## src/inc/uart_cfg.svh

```systemverilog
// Purpose: offsets, reset values, divisors and counts of the uart
// Assumes: word-wide wishbone registers, index times four is byte address
// Notes: register indices, reset values, divisors and timing counts live here as macros
`ifndef UART_CFG_SVH
`define UART_CFG_SVH

// ----------------------------------------------------------------------
// register indices (byte address = index * 4)
// ----------------------------------------------------------------------
`define IDX_CTRL_ONE 12'hFE5
`define IDX_CTRL_TWO 12'hFE6
`define IDX_STATUS 12'hFE7
`define IDX_TX_BUF 12'hFE8
`define IDX_RX_BUF 12'hFE9
`define IDX_TMR_CMP 12'hFEA

// ----------------------------------------------------------------------
// reset values
// ----------------------------------------------------------------------
`define RST_CTRL_ONE 8'h00
`define RST_CTRL_TWO 8'h00
`define RST_TMR_CMP 8'h01
`define RST_STATUS 8'h0C

// ----------------------------------------------------------------------
// base clock divisors, one per fixed baud source code; code 6 takes the timer compare, DIV_TMR_ZERO when it is zero
// ----------------------------------------------------------------------
`define DIV_CODE0 9'h00D
`define DIV_CODE1 9'h01A
`define DIV_CODE2 9'h034
`define DIV_CODE3 9'h068
`define DIV_CODE4 9'h0D0
`define DIV_CODE5 9'h1A0
`define DIV_CODE7 9'h060
`define DIV_TMR_ZERO 9'h100
`define BAUD_SEL_TIMER 3'h6

// ----------------------------------------------------------------------
// bit timing in sample ticks, and the index of the last data bit
// ----------------------------------------------------------------------
`define TICK_LAST 4'hF
`define TICK_SAMPLE_A 4'h7
`define TICK_SAMPLE_B 4'h8
`define TICK_SAMPLE_C 4'h9
`define DATA_LAST 3'h7

// ----------------------------------------------------------------------
// noise filter acceptance times in system clock periods
// ----------------------------------------------------------------------
`define FILT_CNT_1 7'h1F
`define FILT_CNT_2 7'h3F
`define FILT_CNT_3 7'h7F

`endif

```

## src/inc/uart_pkg.sv

```systemverilog
// Purpose: shared types of the asynchronous serial port
// Assumes: bit layouts fixed by the control and status bytes
// Notes: numbers sit in uart_cfg.svh, this file holds only types
package uart_pkg;

	// control byte one: enables, format and baud source
	typedef struct packed {
		logic transmit_enable_bit;
		logic receive_enable_bit;
		logic tx_stop_length;
		logic parity_even;
		logic parity_add_bit;
		logic [2:0] baud_source_select;
	} ctrl_one_t;

	// control byte two: receive filter and stop length
	typedef struct packed {
		logic [2:0] unused_hi;
		logic [1:0] rx_noise_filter_select;
		logic rx_stop_length;
		logic [1:0] unused_lo;
	} ctrl_two_t;

	// status byte as software reads it
	typedef struct packed {
		logic parity_error_flag;
		logic framing_error_flag;
		logic overrun_error_flag;
		logic rx_full_flag;
		logic tx_done_flag;
		logic tx_buffer_empty_flag;
		logic [1:0] unused;
	} status_t;

	// frame position, gray coded along the usual path
	typedef enum logic [2:0] {
		ST_IDLE = 3'h0,
		ST_START = 3'h1,
		ST_DATA = 3'h3,
		ST_PARITY = 3'h2,
		ST_STOP1 = 3'h6,
		ST_STOP2 = 3'h7
	} frame_state_t;

endpackage

```

## src/core/async_serial_uart.sv

```systemverilog
// Purpose: full-duplex asynchronous serial port behind a wishbone slave
// Assumes: one clock clk_i at 40 MHz, classic wishbone, 8-bit data frames
// Notes: status read arms the buffer accesses that clear flags
`timescale 1ns/1ps
`include "uart_cfg.svh"

module async_serial_uart #(
	parameter int ADDR_W = 16
) (
	// clock and reset
	input wire logic clk_i,
	input wire logic rst_i,
	// wishbone slave
	input wire logic cyc_i,
	input wire logic stb_i,
	input wire logic we_i,
	input wire logic [ADDR_W-1:0] adr_i,
	input wire logic [3:0] sel_i,
	input wire logic [31:0] dat_i,
	output logic [31:0] dat_o,
	output logic ack_o,
	// serial line
	input wire logic serial_in_pin_i,
	output logic serial_out_pin_o,
	// events
	output logic tx_interrupt_o,
	output logic rx_interrupt_o
);
	import uart_pkg::*;

	// ------------------------------------------------------------------
	// elaboration checks
	// ------------------------------------------------------------------
	if (ADDR_W < 14)
	begin : g_chk
		$error("ADDR_W too small for the register map");
	end

	// ------------------------------------------------------------------
	// state
	// ------------------------------------------------------------------
	ctrl_one_t ctrl1_ff, nxt_ctrl1;
	ctrl_two_t ctrl2_ff, nxt_ctrl2;
	logic [7:0] tmr_cmp_ff, nxt_tmr_cmp;
	status_t stat_ff, nxt_stat;
	logic ack_ff, nxt_ack;
	logic [31:0] rdata_ff, nxt_rdata;
	logic tx_arm_ff, nxt_tx_arm;
	logic rx_arm_ff, nxt_rx_arm;
	logic [3:0] snap_ff, nxt_snap;
	logic [7:0] tx_buf_ff, nxt_tx_buf;
	logic [7:0] rx_buf_ff, nxt_rx_buf;
	logic [8:0] pre_ff, nxt_pre;
	logic [2:0] sync_ff, nxt_sync;
	logic stable_ff, nxt_stable;
	logic line_ff, nxt_line;
	logic [6:0] filt_ff, nxt_filt;
	frame_state_t tx_st_ff, nxt_tx_st;
	logic [3:0] tx_rt_ff, nxt_tx_rt;
	logic [2:0] tx_idx_ff, nxt_tx_idx;
	logic [7:0] tx_sh_ff, nxt_tx_sh;
	logic tx_out_ff, nxt_tx_out;
	logic tx_int_ff, nxt_tx_int;
	frame_state_t rx_st_ff, nxt_rx_st;
	logic [3:0] rx_rt_ff, nxt_rx_rt;
	logic [2:0] rx_idx_ff, nxt_rx_idx;
	logic [7:0] rx_sh_ff, nxt_rx_sh;
	logic [2:0] rx_smp_ff, nxt_rx_smp;
	logic rx_parity_error_flag_ff, nxt_rx_parity_error_flag;
	logic rx_framing_error_flag_ff, nxt_rx_framing_error_flag;
	logic rx_int_ff, nxt_rx_int;

	// ------------------------------------------------------------------
	// combinational helpers
	// ------------------------------------------------------------------
	logic req;
	logic [11:0] idx;
	logic [8:0] divisor;
	logic tick;
	logic bit_val;
	logic [6:0] filt_lim;

	assign req = cyc_i & stb_i & ~ack_ff;
	assign idx = adr_i[13:2];
	assign ack_o = ack_ff;
	assign dat_o = rdata_ff;
	assign serial_out_pin_o = tx_out_ff;
	assign tx_interrupt_o = tx_int_ff;
	assign rx_interrupt_o = rx_int_ff;

	// majority of the three samples taken in the bit
	assign bit_val = (rx_smp_ff[0] & rx_smp_ff[1])
		| (rx_smp_ff[1] & rx_smp_ff[2])
		| (rx_smp_ff[0] & rx_smp_ff[2]);

	// base clock divisor, shared by both directions
	always_comb
	begin
		unique case (ctrl1_ff.baud_source_select)
			3'h0: divisor = `DIV_CODE0;
			3'h1: divisor = `DIV_CODE1;
			3'h2: divisor = `DIV_CODE2;
			3'h3: divisor = `DIV_CODE3;
			3'h4: divisor = `DIV_CODE4;
			3'h5: divisor = `DIV_CODE5;
			3'h6: divisor = (tmr_cmp_ff == 8'h00) ? `DIV_TMR_ZERO
				: {1'b0, tmr_cmp_ff};
			3'h7: divisor = `DIV_CODE7;
		endcase
	end
	assign tick = (pre_ff >= divisor - 9'h001);

	// filter acceptance time per setting
	always_comb
	begin
		unique case (ctrl2_ff.rx_noise_filter_select)
			2'h1: filt_lim = `FILT_CNT_1;
			2'h2: filt_lim = `FILT_CNT_2;
			2'h3: filt_lim = `FILT_CNT_3;
			default: filt_lim = 7'h00;
		endcase
	end

	// ------------------------------------------------------------------
	// input synchroniser, noise filter and prescaler
	// ------------------------------------------------------------------
	// third-stage agreement keeps metastable samples out of the filter
	always_comb
	begin
		nxt_sync = {sync_ff[1:0], serial_in_pin_i};
		nxt_stable = (sync_ff[1] == sync_ff[2]) ? sync_ff[2] : stable_ff;
		nxt_line = line_ff;
		nxt_filt = 7'h00;
		if (ctrl2_ff.rx_noise_filter_select == 2'h0)
		begin
			nxt_line = stable_ff;
		end
		else if (stable_ff != line_ff)
		begin
			// a level must hold filt_lim clocks before it counts
			if (filt_ff >= filt_lim - 7'h01)
			begin
				nxt_line = stable_ff;
			end
			else
			begin
				nxt_filt = filt_ff + 7'h01;
			end
		end
		nxt_pre = tick ? 9'h000 : pre_ff + 9'h001;
	end

	always_ff @(posedge clk_i)
	begin
		if (rst_i)
		begin
			sync_ff <= 3'h7;
			stable_ff <= 1'b1;
			line_ff <= 1'b1;
			filt_ff <= 7'h00;
			pre_ff <= 9'h000;
		end
		else
		begin
			sync_ff <= nxt_sync;
			stable_ff <= nxt_stable;
			line_ff <= nxt_line;
			filt_ff <= nxt_filt;
			pre_ff <= nxt_pre;
		end
	end

	// ------------------------------------------------------------------
	// bus, flags, transmitter and receiver
	// ------------------------------------------------------------------
	// one process because the flags have setters on both sides
	always_comb
	begin
		nxt_ctrl1 = ctrl1_ff;
		nxt_ctrl2 = ctrl2_ff;
		nxt_tmr_cmp = tmr_cmp_ff;
		nxt_stat = stat_ff;
		nxt_ack = req;
		nxt_rdata = rdata_ff;
		nxt_tx_arm = tx_arm_ff;
		nxt_rx_arm = rx_arm_ff;
		nxt_snap = snap_ff;
		nxt_tx_buf = tx_buf_ff;
		nxt_rx_buf = rx_buf_ff;
		nxt_tx_st = tx_st_ff;
		nxt_tx_rt = tx_rt_ff;
		nxt_tx_idx = tx_idx_ff;
		nxt_tx_sh = tx_sh_ff;
		nxt_tx_out = tx_out_ff;
		nxt_tx_int = 1'b0;
		nxt_rx_st = rx_st_ff;
		nxt_rx_rt = rx_rt_ff;
		nxt_rx_idx = rx_idx_ff;
		nxt_rx_sh = rx_sh_ff;
		nxt_rx_smp = rx_smp_ff;
		nxt_rx_parity_error_flag = rx_parity_error_flag_ff;
		nxt_rx_framing_error_flag = rx_framing_error_flag_ff;
		nxt_rx_int = 1'b0;

		// bus access: clears first, hardware sets below win
		if (req)
		begin
			nxt_rdata = 32'h0000_0000;
			if (we_i && sel_i[0])
			begin
				unique case (idx)
					`IDX_CTRL_ONE: nxt_ctrl1 = ctrl_one_t'(dat_i[7:0]);
					`IDX_CTRL_TWO: nxt_ctrl2 = ctrl_two_t'(dat_i[7:0]);
					`IDX_TMR_CMP: nxt_tmr_cmp = dat_i[7:0];
					`IDX_TX_BUF:
					begin
						// without the status read the write is lost
						if (tx_arm_ff)
						begin
							nxt_tx_buf = dat_i[7:0];
							nxt_stat.tx_buffer_empty_flag = 1'b0;
							nxt_tx_arm = 1'b0;
						end
					end
					default: ;
				endcase
			end
			else if (!we_i)
			begin
				unique case (idx)
					`IDX_STATUS:
					begin
						nxt_rdata = {24'h00_0000, stat_ff};
						nxt_tx_arm = 1'b1;
						nxt_rx_arm = 1'b1;
						// only flags seen now may be cleared later
						nxt_snap = stat_ff[7:4];
					end
					`IDX_RX_BUF:
					begin
						nxt_rdata = {24'h00_0000, rx_buf_ff};
						if (rx_arm_ff)
						begin
							nxt_rx_arm = 1'b0;
							nxt_stat[7:4] = stat_ff[7:4] & ~snap_ff;
						end
					end
					`IDX_TMR_CMP: nxt_rdata = {24'h00_0000, tmr_cmp_ff};
					default: ;
				endcase
			end
		end

		// transmitter, advancing on base ticks only
		if (tick)
		begin
			unique case (tx_st_ff)
				ST_IDLE:
				begin
					nxt_tx_out = 1'b1;
					if (ctrl1_ff.transmit_enable_bit
						&& !stat_ff.tx_buffer_empty_flag)
					begin
						nxt_tx_sh = tx_buf_ff;
						nxt_stat.tx_buffer_empty_flag = 1'b1;
						nxt_stat.tx_done_flag = 1'b0;
						nxt_tx_int = 1'b1;
						nxt_tx_out = 1'b0;
						nxt_tx_rt = 4'h0;
						nxt_tx_idx = 3'h0;
						nxt_tx_st = ST_START;
					end
					else if (!ctrl1_ff.transmit_enable_bit)
					begin
						// a byte left behind by a disable is never sent
						nxt_stat.tx_buffer_empty_flag = 1'b1;
					end
				end
				default:
				begin
					nxt_tx_rt = tx_rt_ff + 4'h1;
					if (tx_rt_ff == `TICK_LAST)
					begin
						unique case (tx_st_ff)
							ST_START:
							begin
								nxt_tx_out = tx_sh_ff[0];
								nxt_tx_st = ST_DATA;
							end
							ST_DATA:
							begin
								nxt_tx_idx = tx_idx_ff + 3'h1;
								if (tx_idx_ff == `DATA_LAST)
								begin
									if (ctrl1_ff.parity_add_bit)
									begin
										nxt_tx_out = ^tx_sh_ff
											^ ~ctrl1_ff.parity_even;
										nxt_tx_st = ST_PARITY;
									end
									else
									begin
										nxt_tx_out = 1'b1;
										nxt_tx_st = ST_STOP1;
									end
								end
								else
								begin
									nxt_tx_out = tx_sh_ff[tx_idx_ff + 3'h1];
								end
							end
							ST_PARITY:
							begin
								nxt_tx_out = 1'b1;
								nxt_tx_st = ST_STOP1;
							end
							ST_STOP1:
							begin
								if (ctrl1_ff.tx_stop_length)
								begin
									nxt_tx_st = ST_STOP2;
								end
								else
								begin
									nxt_tx_st = ST_IDLE;
								end
							end
							ST_STOP2: nxt_tx_st = ST_IDLE;
							default: nxt_tx_st = ST_IDLE;
						endcase
						// frame over with nothing waiting
						if ((tx_st_ff == ST_STOP2 || (tx_st_ff == ST_STOP1
							&& !ctrl1_ff.tx_stop_length))
							&& stat_ff.tx_buffer_empty_flag)
						begin
							nxt_stat.tx_done_flag = 1'b1;
						end
					end
				end
			endcase
		end

		// receiver, halted between frames by disable or overrun
		if (tick)
		begin
			if (rx_st_ff == ST_IDLE)
			begin
				if (ctrl1_ff.receive_enable_bit
					&& !stat_ff.overrun_error_flag
					&& !line_ff)
				begin
					nxt_rx_st = ST_START;
					nxt_rx_rt = 4'h1;
					nxt_rx_idx = 3'h0;
					nxt_rx_parity_error_flag = 1'b0;
					nxt_rx_framing_error_flag = 1'b0;
				end
			end
			else
			begin
				nxt_rx_rt = rx_rt_ff + 4'h1;
				unique case (rx_rt_ff)
					`TICK_SAMPLE_A: nxt_rx_smp[0] = line_ff;
					`TICK_SAMPLE_B: nxt_rx_smp[1] = line_ff;
					`TICK_SAMPLE_C: nxt_rx_smp[2] = line_ff;
					default: ;
				endcase
				if (rx_rt_ff == `TICK_LAST)
				begin
					unique case (rx_st_ff)
						// a high start is a glitch, go back hunting
						ST_START: nxt_rx_st = bit_val ? ST_IDLE : ST_DATA;
						ST_DATA:
						begin
							nxt_rx_sh = {bit_val, rx_sh_ff[7:1]};
							nxt_rx_idx = rx_idx_ff + 3'h1;
							if (rx_idx_ff == `DATA_LAST)
							begin
								nxt_rx_st = ctrl1_ff.parity_add_bit
									? ST_PARITY : ST_STOP1;
							end
						end
						ST_PARITY:
						begin
							nxt_rx_parity_error_flag = (^rx_sh_ff ^ ~ctrl1_ff.parity_even)
								!= bit_val;
							nxt_rx_st = ST_STOP1;
						end
						ST_STOP1, ST_STOP2:
						begin
							nxt_rx_framing_error_flag = rx_framing_error_flag_ff | ~bit_val;
							if (rx_st_ff == ST_STOP1
								&& ctrl2_ff.rx_stop_length)
							begin
								nxt_rx_st = ST_STOP2;
							end
							else
							begin
								nxt_rx_st = ST_IDLE;
								if (stat_ff.rx_full_flag)
								begin
									// old byte stays, new one dropped
									nxt_stat.overrun_error_flag = 1'b1;
								end
								else
								begin
									nxt_rx_buf = rx_sh_ff;
									nxt_stat.rx_full_flag = 1'b1;
									nxt_stat.parity_error_flag = rx_parity_error_flag_ff;
									nxt_stat.framing_error_flag = rx_framing_error_flag_ff
										| ~bit_val;
									nxt_rx_int = 1'b1;
								end
							end
						end
						default: nxt_rx_st = ST_IDLE;
					endcase
				end
			end
		end
	end

	always_ff @(posedge clk_i)
	begin
		if (rst_i)
		begin
			ctrl1_ff <= ctrl_one_t'(`RST_CTRL_ONE);
			ctrl2_ff <= ctrl_two_t'(`RST_CTRL_TWO);
			tmr_cmp_ff <= `RST_TMR_CMP;
			stat_ff <= status_t'(`RST_STATUS);
			ack_ff <= 1'b0;
			rdata_ff <= 32'h0000_0000;
			tx_arm_ff <= 1'b0;
			rx_arm_ff <= 1'b0;
			snap_ff <= 4'h0;
			tx_buf_ff <= 8'h00;
			rx_buf_ff <= 8'h00;
			tx_st_ff <= ST_IDLE;
			tx_rt_ff <= 4'h0;
			tx_idx_ff <= 3'h0;
			tx_sh_ff <= 8'h00;
			tx_out_ff <= 1'b1;
			tx_int_ff <= 1'b0;
			rx_st_ff <= ST_IDLE;
			rx_rt_ff <= 4'h0;
			rx_idx_ff <= 3'h0;
			rx_sh_ff <= 8'h00;
			rx_smp_ff <= 3'h7;
			rx_parity_error_flag_ff <= 1'b0;
			rx_framing_error_flag_ff <= 1'b0;
			rx_int_ff <= 1'b0;
		end
		else
		begin
			ctrl1_ff <= nxt_ctrl1;
			ctrl2_ff <= nxt_ctrl2;
			tmr_cmp_ff <= nxt_tmr_cmp;
			stat_ff <= nxt_stat;
			ack_ff <= nxt_ack;
			rdata_ff <= nxt_rdata;
			tx_arm_ff <= nxt_tx_arm;
			rx_arm_ff <= nxt_rx_arm;
			snap_ff <= nxt_snap;
			tx_buf_ff <= nxt_tx_buf;
			rx_buf_ff <= nxt_rx_buf;
			tx_st_ff <= nxt_tx_st;
			tx_rt_ff <= nxt_tx_rt;
			tx_idx_ff <= nxt_tx_idx;
			tx_sh_ff <= nxt_tx_sh;
			tx_out_ff <= nxt_tx_out;
			tx_int_ff <= nxt_tx_int;
			rx_st_ff <= nxt_rx_st;
			rx_rt_ff <= nxt_rx_rt;
			rx_idx_ff <= nxt_rx_idx;
			rx_sh_ff <= nxt_rx_sh;
			rx_smp_ff <= nxt_rx_smp;
			rx_parity_error_flag_ff <= nxt_rx_parity_error_flag;
			rx_framing_error_flag_ff <= nxt_rx_framing_error_flag;
			rx_int_ff <= nxt_rx_int;
		end
	end

endmodule

```

## config.mk

```make
export PLATFORM = sky130hd
export DESIGN_NAME = async_serial_uart
export DESIGN_NICKNAME = d
export VERILOG_FILES = /design/src/inc/uart_pkg.sv /design/src/core/async_serial_uart.sv
export VERILOG_INCLUDE_DIRS = /design/src /design/src/inc
export SDC_FILE = /design/constraint.sdc
export NUM_CORES = 1
export LEC_CHECK = 0
export BUFFER_PORTS_ARGS = -buffer_cell sky130_fd_sc_hd__buf_2
export CORE_ASPECT_RATIO = 1.25
export CORE_MARGIN = 4
export CORE_UTILIZATION = 45
export DETAILED_ROUTE_END_ITERATION = 8
export GPL_ROUTABILITY_DRIVEN = 0
export HOLD_SLACK_MARGIN = 0.05
export MAX_ROUTING_LAYER = met4
export PLACE_DENSITY = 0.74
export SLEW_MARGIN = 20
export SYNTH_ARGS = -nofsm -noshare
export SYNTH_HDL_FRONTEND = slang
export SYNTH_SLANG_ARGS = --single-unit
export TNS_END_PERCENT = 100
```

## constraint.sdc

```tcl
create_clock -name clk_i -period 3.92 [get_ports clk_i]
set_input_delay 0.196 -clock clk_i [delete_from_list [all_inputs] [get_ports clk_i]]
set_output_delay 0.196 -clock clk_i [all_outputs]
set_load 0.005 [all_outputs]
```

* Word-level counts from Yosys, hierarchy flattened
Index checks and enable logic that the tools add are counted.
** Cells by class
- Add/sub/neg operators :: 8
- $lt $le $gt $ge :: 3
- Eq/ne operators :: 42
- Mux-type cells :: 82
- Bitwise operators :: 25
- Reductions and logical operators :: 60
** Operator list (number)
- equality test 12 bit, second input constant :: 6
- one-hot mux 9 bit (8 select lines) :: 1
- two-way mux 3 bit :: 19
- two-way mux 4 bit :: 14
- AND reduction 4 bit :: 12
- two-way mux 1 bit :: 36
- equality test 3 bit, second input constant :: 10
- one-hot mux 3 bit (4 select lines) :: 2
- one-hot mux 8 bit (3 select lines) :: 1
- AND reduction 3 bit :: 8
- nonzero test 2 bit :: 11
- one-hot mux 7 bit (3 select lines) :: 1
- equality test 3 x 2 -> 1 bit, second input constant :: 6
- equality test 4 bit, second input constant :: 4
- two-way mux 8 bit :: 2
- XOR reduction 8 bit :: 2
- inverter 1 bit :: 13
- adder 9 x 1 -> 9 bit, second input constant :: 1
- equality test 3 x 1 -> 1 bit, second input constant :: 3
- >= comparator 9 bit :: 1
- zero test 3 bit :: 3
- two-way mux 9 bit :: 1
- subtractor 9 x 1 -> 9 bit, second input constant :: 1
- adder 4 x 1 -> 4 bit, second input constant :: 2
- 34 further kinds :: 60
** Storage, ports and cells
- Bits in registers :: 145

* Depth between registers and ports, before layout
Gate-level depths: netlist of the first run.
- Depth in word-level cells :: 13
- Depth in mapped cells :: 18
- Gate-level depth less buffers :: 16

* Least setup slack after synthesis of the first run
OpenSTA, ideal clock, no wires.
- Path kind :: reg2reg
- From :: register ctrl1_ff[0] (netlist name)
- To :: register rx_buf_ff[2]
- Arrival :: 3329 ps
- Data required time :: 3792 ps
- Setup slack :: 463 ps
- Stages on the path, launching flop included :: 18
- Buffers on the path :: 2
- Period minus slack after synthesis :: 3457 ps
- Cells stage by stage :: dfxtp_1 > clkbuf_1 > nor3b_1 > a21oi_1 > ha_1 > o311ai_1 > nor4b_2 > xor2_1 > nor3_2 > o21ai_1 > ha_1 > o211ai_1 > nor2_1 > o21ai_4 > a211oi_2 > buf_4 > mux2i_1 > nor2_1
** On the way
- Word-level cells in the longest chain between the ends :: 5
** Ends and longest elaborated chain
- start, declared :: RTL line async_serial_uart.sv:42 : ctrl_one_t ctrl1_ff, nxt_ctrl1;
- start signal, assigned :: RTL line async_serial_uart.sv:427 : ctrl1_ff <= ctrl_one_t'(`RST_CTRL_ONE);
- start signal, assigned :: RTL line async_serial_uart.sv:455 : ctrl1_ff <= nxt_ctrl1;
- equality test 3 bit, or another cell as far along :: RTL line async_serial_uart.sv:99 : unique case (ctrl1_ff.baud_source_select)
- one-hot mux 9 bit (8 select lines) * :: RTL line async_serial_uart.sv:99
- subtractor 9 x 1 -> 9 bit * :: RTL line async_serial_uart.sv:111 : assign tick = (pre_ff >= divisor - 9'h001);
- >= comparator 9 bit * :: RTL line async_serial_uart.sv:111
- AND reduction 6 bit (no line) *
- end signal, assigned :: RTL line async_serial_uart.sv:465 : rx_buf_ff <= nxt_rx_buf;
- end, declared :: RTL line async_serial_uart.sv:52 : logic [7:0] rx_buf_ff, nxt_rx_buf;
Mark *: on every way between the ends. The rest lies on a longest branch, timed or not.
A chain may end at the register's enable or synchronous reset.

* Final worst setup path of the first run
- From :: register ctrl1_ff[2] (netlist name)
- To :: register rx_smp_ff[2]
** On the way
- Word-level cells in the longest chain between the ends :: 5
** Ends and longest elaborated chain
- equality test 3 bit, or another cell as far along :: RTL line async_serial_uart.sv:99
- one-hot mux 9 bit (8 select lines) * :: RTL line async_serial_uart.sv:99
- subtractor 9 x 1 -> 9 bit * :: RTL line async_serial_uart.sv:111
- >= comparator 9 bit * :: RTL line async_serial_uart.sv:111
- AND reduction 3 bit (no line) *
- end signal, assigned :: RTL line async_serial_uart.sv:476 : rx_smp_ff <= nxt_rx_smp;
- end, declared :: RTL line async_serial_uart.sv:68 : logic [2:0] rx_smp_ff, nxt_rx_smp;
Marks and branches as above.

==> impl_metrics.yaml, run 1 <==
yosys:
  synth_seq_cells: 121
  ys_top_cells_by_count: "dfxtp_1, nor2_1, nand2_1"
  synthArstFlopShare_pct: 0
  synth_warnings: 0
  syn-cell-area_um2: 6140
  yosysTopAreaCell: "dfxtp_1"
  synth_top_area_share_pct: 39.4
  avgSynthCellArea_um2: 8.89
  synth_top_flop_cell: "dfxtp_1"
  synth_most_common_cell: "dfxtp_1"
  synthCells: 691
  synth_cell_types: 73
  ys_seq_area_share_pct: 39.4
  synth_edf_count: 0
  synthTopCellsByArea: "dfxtp_1, mux2i_1, nor2_1, ha_1, nand2_1"
routing:
  drc_errors: 0
  antenna_left: 0
  drt_wl_total_um: 13900
  post_drt_via_cell_ratio: 5.45
  num_vias: 5050
  drtIter0Drc: 530
  first_pass_iters: 6
  wl_per_cell_um: 15.0
clock_network:
  clock_path_buffers: 2
  tritoncts: "built"
  cts_made_buffers: 17
  cts_sinks: 121
  cts_root_buf: "clkbuf_16"
  clk_pin_slew_ns: 0.06
  h-tree-depth: 4
  clock_latency_ns: 0.42
finish:
  instances_no_fill: 927
  num-nets-final: 826
  antenna_cells: 0
  syn_to_final_growth_pct: 17.0
  post-route-util_pct: 54.0
  multi_input_area_um2: 3490
  fill_cells: 1197
  regArea_um2: 2430
  drive_gt1_share_pct: 16.9
global_routing:
  antenna_found_initial: 0
  grt_pass1_wl_um: 22900
  grt_pass1_vias: 4746
  busiest_layer: "met2"
  overflow: 0
  grt_max_degree: 51
  use_met3_pct: 4.76
  grt_util_all_layers_pct: 18.5
  use_met1_pct: 21.8
  grtUsageMet2_pct: 29.6
setup_path:
  path_buf_inv: 2
  slowest_stage: "nor4b_2"
  crit_family: "simple AND/OR/NAND/NOR gates"
  worstPathRequired_ns: 4.27
  worstSetupStartpoint: "ctrl1_ff[2]"
  critPathMaxStageDelay_ns: 0.38
  crit_path_cell_trace: "and3_1 > o21bai_2 > ha_1 > o311ai_1 > nor4b_2 > xor2_1 > nor3_2 > o21ai_1 > ha_1 > o211ai_1 > nor2_2 > o21ai_4 > buf_4 > and2_4 > buf_4 > nor4_2 > mux2i_1"
  worstPathMaxFanout: 8
  reg2reg_slack_ns: 0.30
  cp-end-kind: "register"
  r2r_start: "ctrl1_ff[2]"
  worstSetupPathType: "reg2reg"
  crit_path_start_kind: "register"
  r2r_end: "rx_smp_ff[2]"
  worstRegToRegCells: 17
  critPathArrivalTime_ns: 3.97
floorplan:
  dieArea_um2: 15600
  row_count: 47
  die_y_um: 139
  core_area_um2: 13300
  io_pins: 94
  fp.dieW_um: 112
  initial_core_util_pct: 46.2
worst_hold_path:
  min_path_cells: 3
  hp-start: "dat_i[6]"
  holdPathEnd: "tmr_cmp_ff[6]"
  hold_class: "in2reg"
placed_design:
  dp_hpwl_um: 9800
  numPortBuffers: 38
  placedCellCount: 894
power_and_ir_drop:
  p_leak_uw: 0.00298
  pwr_density_cell_nw_per_um2: 395
  peakVddDrop_mv: 0.261
sta:
  max_freq_ghz: 0.276
  drv_slew: 0
  period_share_pct: 92.4
  fin_skew_ns: 0.0110
  setup_violations: 0
  worst_pin_slew_ns: 0.751
  finalCriticalPeriod_ns: 3.62
  slew_headroom_pct: 49.8
  rsz0062_at_grt: "no"
  hold_viol: 0
status:
  status: "finished, final reports clean"
flow_run:
  cap_viol_max_count: 0
==> report_power, final <==
part           internal (uW)  total, uW  leakage (uW)  switching [uW]
logic                   21.6       69.8       0.00172            48.2
registers               1230       1240      0.000977            4.96
clock network            896       1530      0.000284             631
==> area by class of cell <==
class / count / area share (%)
clock buffers: 17 / 5.92
clock inverters: 15 / 2.13
inverters: 13 / 0.679
multi-input cells: 522 / 48.5
flip-flops and latches: 121 / 33.8
well taps: 171 / 2.98
repair buffers: 68 / 5.99
==> flip-flops by register name, summed over array words and instances (netlist names), 6 cells and up <==
name,cells
pre_ff,9
ctrl1_ff,8
dat_o,8
rx_buf_ff,8
rx_sh_ff,8
tmr_cmp_ff,8
tx_buf_ff,8
tx_sh_ff,8
filt_ff,7
stat_ff,6
==> cells by family after synthesis <==
| kind of cell | synth area share [%] |
|---|---|
| simple gates | 21.2 |
| flops | 39.4 |
| compound gates | 12.6 |
| buf+inv | 6.09 |
| mux | 10.2 |
| xor+xnor | 5.28 |
| fa+ha+maj | 5.09 |
| other cells | 0.0611 |
==> worst max path at each step <==
| stage | end | slack [ns] | cells after the start |
|---|---|---|---|
| global placement | rx_buf_ff[2] | 0.11 | 15 |
| finish | rx_smp_ff[2] | 0.30 | 17 |
| CTS | rx_smp_ff[0] | 0.07 | 17 |
| detailed placement | rx_buf_ff[4] | -0.006 | 15 |
| floorplan | rx_buf_ff[2] | 0.46 | 17 |
| global route | tx_idx_ff[0] | 0.01 | 18 |
==> through the flow <==
stage          power, uW  area [um2]  hold WS, ns  setup TNS [ns]  setup WS (ns)
2_1_floorplan       1320        6230        0.300               0          0.463
3_3_place_gp        1330        6540        0.383               0          0.107
3_5_place_dp        1330        6540        0.385        -0.00578       -0.00578
4_1_cts             2860        7130       0.0592               0         0.0681
5_1_grt             2930        7180       0.0679               0         0.0110
6_report            2840        7180       0.0682               0          0.299
==> placed cells by master (no fill, tap or decap), types with 7 or more instances in the layout <==
cell / n
nand2_1: 60
dfxtp_1: 118
a21oi_1: 31
conb_1: 24
ha_1: 25
buf_4: 28
xor2_1: 17
nor2b_1: 7
mux2i_1: 55
nand4_1: 11
and3_1: 9
nand2b_1: 8
nor3_1: 8
xnor2_1: 20
nand3_1: 27
o21ai_0: 20
clkbuf_16: 17
inv_1: 13
nor2_1: 95
a211oi_1: 7
buf_2: 38
inv_6: 8
==> layer usage <==
| layer | vias to the layer above | part of all wire (%) |
|---|---|---|
| met4 | 0 | 3.4 |
| met1 | 2385 | 42 |
| met2 | 122 | 50 |
| met3 | 39 | 4.9 |
| met5 | - | 0 |
| li1 | 2504 | - |
==> worst register-to-register path, stage by stage, from the launching register on <==
cell      delay [ns]
dfxtp_2         0.35
and3_1          0.20
o21bai_2        0.17
ha_1            0.19
o311ai_1        0.15
nor4b_2         0.38
xor2_1          0.14
nor3_2          0.13
o21ai_1         0.09
ha_1            0.31
o211ai_1        0.10
nor2_2          0.13
o21ai_4         0.10
buf_4           0.20
and2_4          0.19
buf_4           0.18
nor4_2          0.29
mux2i_1         0.22
==> what timing repair did <==
item | in CTS | in global routing
hold endpoints to repair | 1 | 0
endpoints found under the setup margin | 10 | 32
pin swaps | 0 | 4
buffers inserted | 0 | 0
cloned | 0 | 0
gates resized for setup | 2 | 12
hold buffers | 1 | 0
No activity file was read; power rests on OpenSTA's default activity.
==> run 2, diff against run 1 <==
- BUFFER_PORTS_ARGS: -buffer_cell sky130_fd_sc_hd__buf_2 -> -buffer_cell sky130_fd_sc_hd__buf_4
- CORE_ASPECT_RATIO: 1.25 -> 0.5
- SKIP_CTS_REPAIR_TIMING: unset -> 1
==> run 2 against run 1 <==
  * Sequential share of layout area barely moved
  * Maximum frequency fell by 3.5%
  * Sequential power barely moved
  * Total power is 2.9% lower
  * Register-to-register slack got worse by 0.13 ns
  * Clock power decreased by 6%
  * Setup slack got worse by 0.13 ns
  * Final cell count is 1.1% lower
  * First-iteration DRC count shrank 2.5%
  * Flip-flop and latch count stayed put
  * Die area rose by 0.66%
  * Largest cell class unchanged
==> impl_metrics.yaml, run 2 (synthesis gave the netlist of run 1 again) <==
status:
  status: "finished, final reports clean"
clock_network:
  tritoncts: "built"
  cts_sinks: 121
  cts_root_buf: "clkbuf_16"
  cts_made_buffers: 17
  clock_latency_ns: 0.41
  clk_pin_slew_ns: 0.06
  h-tree-depth: 4
  clock_path_buffers: 2
floorplan:
  dieArea_um2: 15700
  die_y_um: 90.6
  row_count: 29
  fp.dieW_um: 173
  initial_core_util_pct: 47.3
  io_pins: 94
  core_area_um2: 13000
setup_path:
  critPathMaxStageDelay_ns: 0.51
  cp-end-kind: "register"
  worstPathRequired_ns: 4.26
  r2r_end: "rx_rt_ff[3]"
  worstRegToRegCells: 14
  worstSetupStartpoint: "tmr_cmp_ff[1]"
  worstPathMaxFanout: 9
  crit_path_cell_trace: "nor3_2 > or4b_1 > or3_4 > xor2_1 > o21ai_1 > nand2_1 > ha_1 > nand4_1 > o21bai_2 > a21oi_4 > and2_2 > buf_12 > or4_1 > a21oi_1"
  critPathArrivalTime_ns: 4.09
  r2r_start: "tmr_cmp_ff[1]"
  worstSetupPathType: "reg2reg"
  crit_path_start_kind: "register"
  slowest_stage: "or4b_1"
  reg2reg_slack_ns: 0.17
worst_hold_path:
  holdPathEnd: "tmr_cmp_ff[0]"
  min_path_cells: 3
  hp-start: "dat_i[0]"
  hold_class: "in2reg"
finish:
  drive_gt1_share_pct: 15.1
  layout_commonest_cell: "dfxtp_1"
  final_cell_mix: "dfxtp_1, nor2_1, nand2_1"
  num-nets-final: 817
  antenna_cells: 0
  largest_reg_flops: 9
  syn_to_final_growth_pct: 16.7
  top_register: "pre_ff"
  post-route-util_pct: 55.2
power_and_ir_drop:
  p_leak_uw: 0.00294
  peakVddDrop_mv: 0.287
  pwr_density_cell_nw_per_um2: 384
  power.total_uw: 2750
sta:
  finalCriticalPeriod_ns: 3.75
  fin_setup_tns_ns: 0
  whs_ns: 0.0488
  fin_skew_ns: 0.0108
  hold_viol: 0
  slew_headroom_pct: 32.9
  setup_violations: 0
  rsz0062_at_grt: "no"
  drv_slew: 0
  period_share_pct: 95.7
  worst_pin_slew_ns: 1.01
  max_freq_ghz: 0.267
placed_design:
  numPortBuffers: 38
  dp_hpwl_um: 9600
routing:
  post_drt_via_cell_ratio: 5.45
  drc_errors: 0
  drtIter0Drc: 517
  drt_wl_total_um: 13700
  first_pass_iters: 5
  antenna_left: 0
  wl_per_cell_um: 14.9
  num_vias: 4995
global_routing:
  antenna_found_initial: 0
  overflow: 0
  grt_pass1_vias: 4662
  grt_pass1_wl_um: 22600
  grt_util_all_layers_pct: 17.8
  grt_max_degree: 88
flow_run:
  cap_viol_max_count: 0
## run 2: worst max-delay path by stage
| stage | end | depth (start not counted) |
|---|---|---|
| after floorplan | rx_buf_ff[2] | 17 |
| after CTS | rx_rt_ff[3] | 14 |
| after detailed placement | rx_rt_ff[3] | 14 |
| after global placement | tx_rt_ff[2] | 13 |
| final | rx_rt_ff[3] | 14 |
| after global routing | rx_buf_ff[7] | 18 |
## run 2: report_power, final
group / leakage (uW) / switching (uW) / internal [uW]
Clock: 0.000257 / 606 / 835
Sequential: 0.000976 / 5.04 / 1230
Combinational: 0.00170 / 45.9 / 28.2
## run 2: layout make-up
| class | count | area, um2 |
|---|---|---|
| clock inverters | 14 | 115 |
| multi-input cells | 522 | 3460 |
| clock buffers | 18 | 439 |
| fillers | 1105 | 5820 |
| well taps | 170 | 213 |
| flip-flops and latches | 121 | 2420 |
| repair buffers | 59 | 470 |
| inverters | 13 | 48.8 |
## run 2: critical path, delay by kind of cell (launching register included)
family | cells | cell delay, ns
buffers and inverters | 1 | 0.16
AO/OA/AOI/OAI | 4 | 0.63
XOR/XNOR | 1 | 0.15
adder cells (fa/ha/maj) | 1 | 0.30
AND/OR/NAND/NOR | 7 | 2.06
flip-flops | 1 | 0.37
## run 2: layer usage
metal	global-route usage [%]	vias up	share of wire, %
met3	4.27	12	5.3
met4	4.31	0	0.79
met5	-	-	0
met1	22.9	2358	47
met2	28.3	143	47
li1	-	2482	-
## run 2: stage by stage
step,setup WS (ns),instance area (um2),instances
after floorplan,0.463,6230,714
after global placement,0.192,6580,884
after detailed placement,0.130,6580,884
after CTS,0.0906,7130,916
after global routing,0.00968,7170,917
final,0.169,7170,917
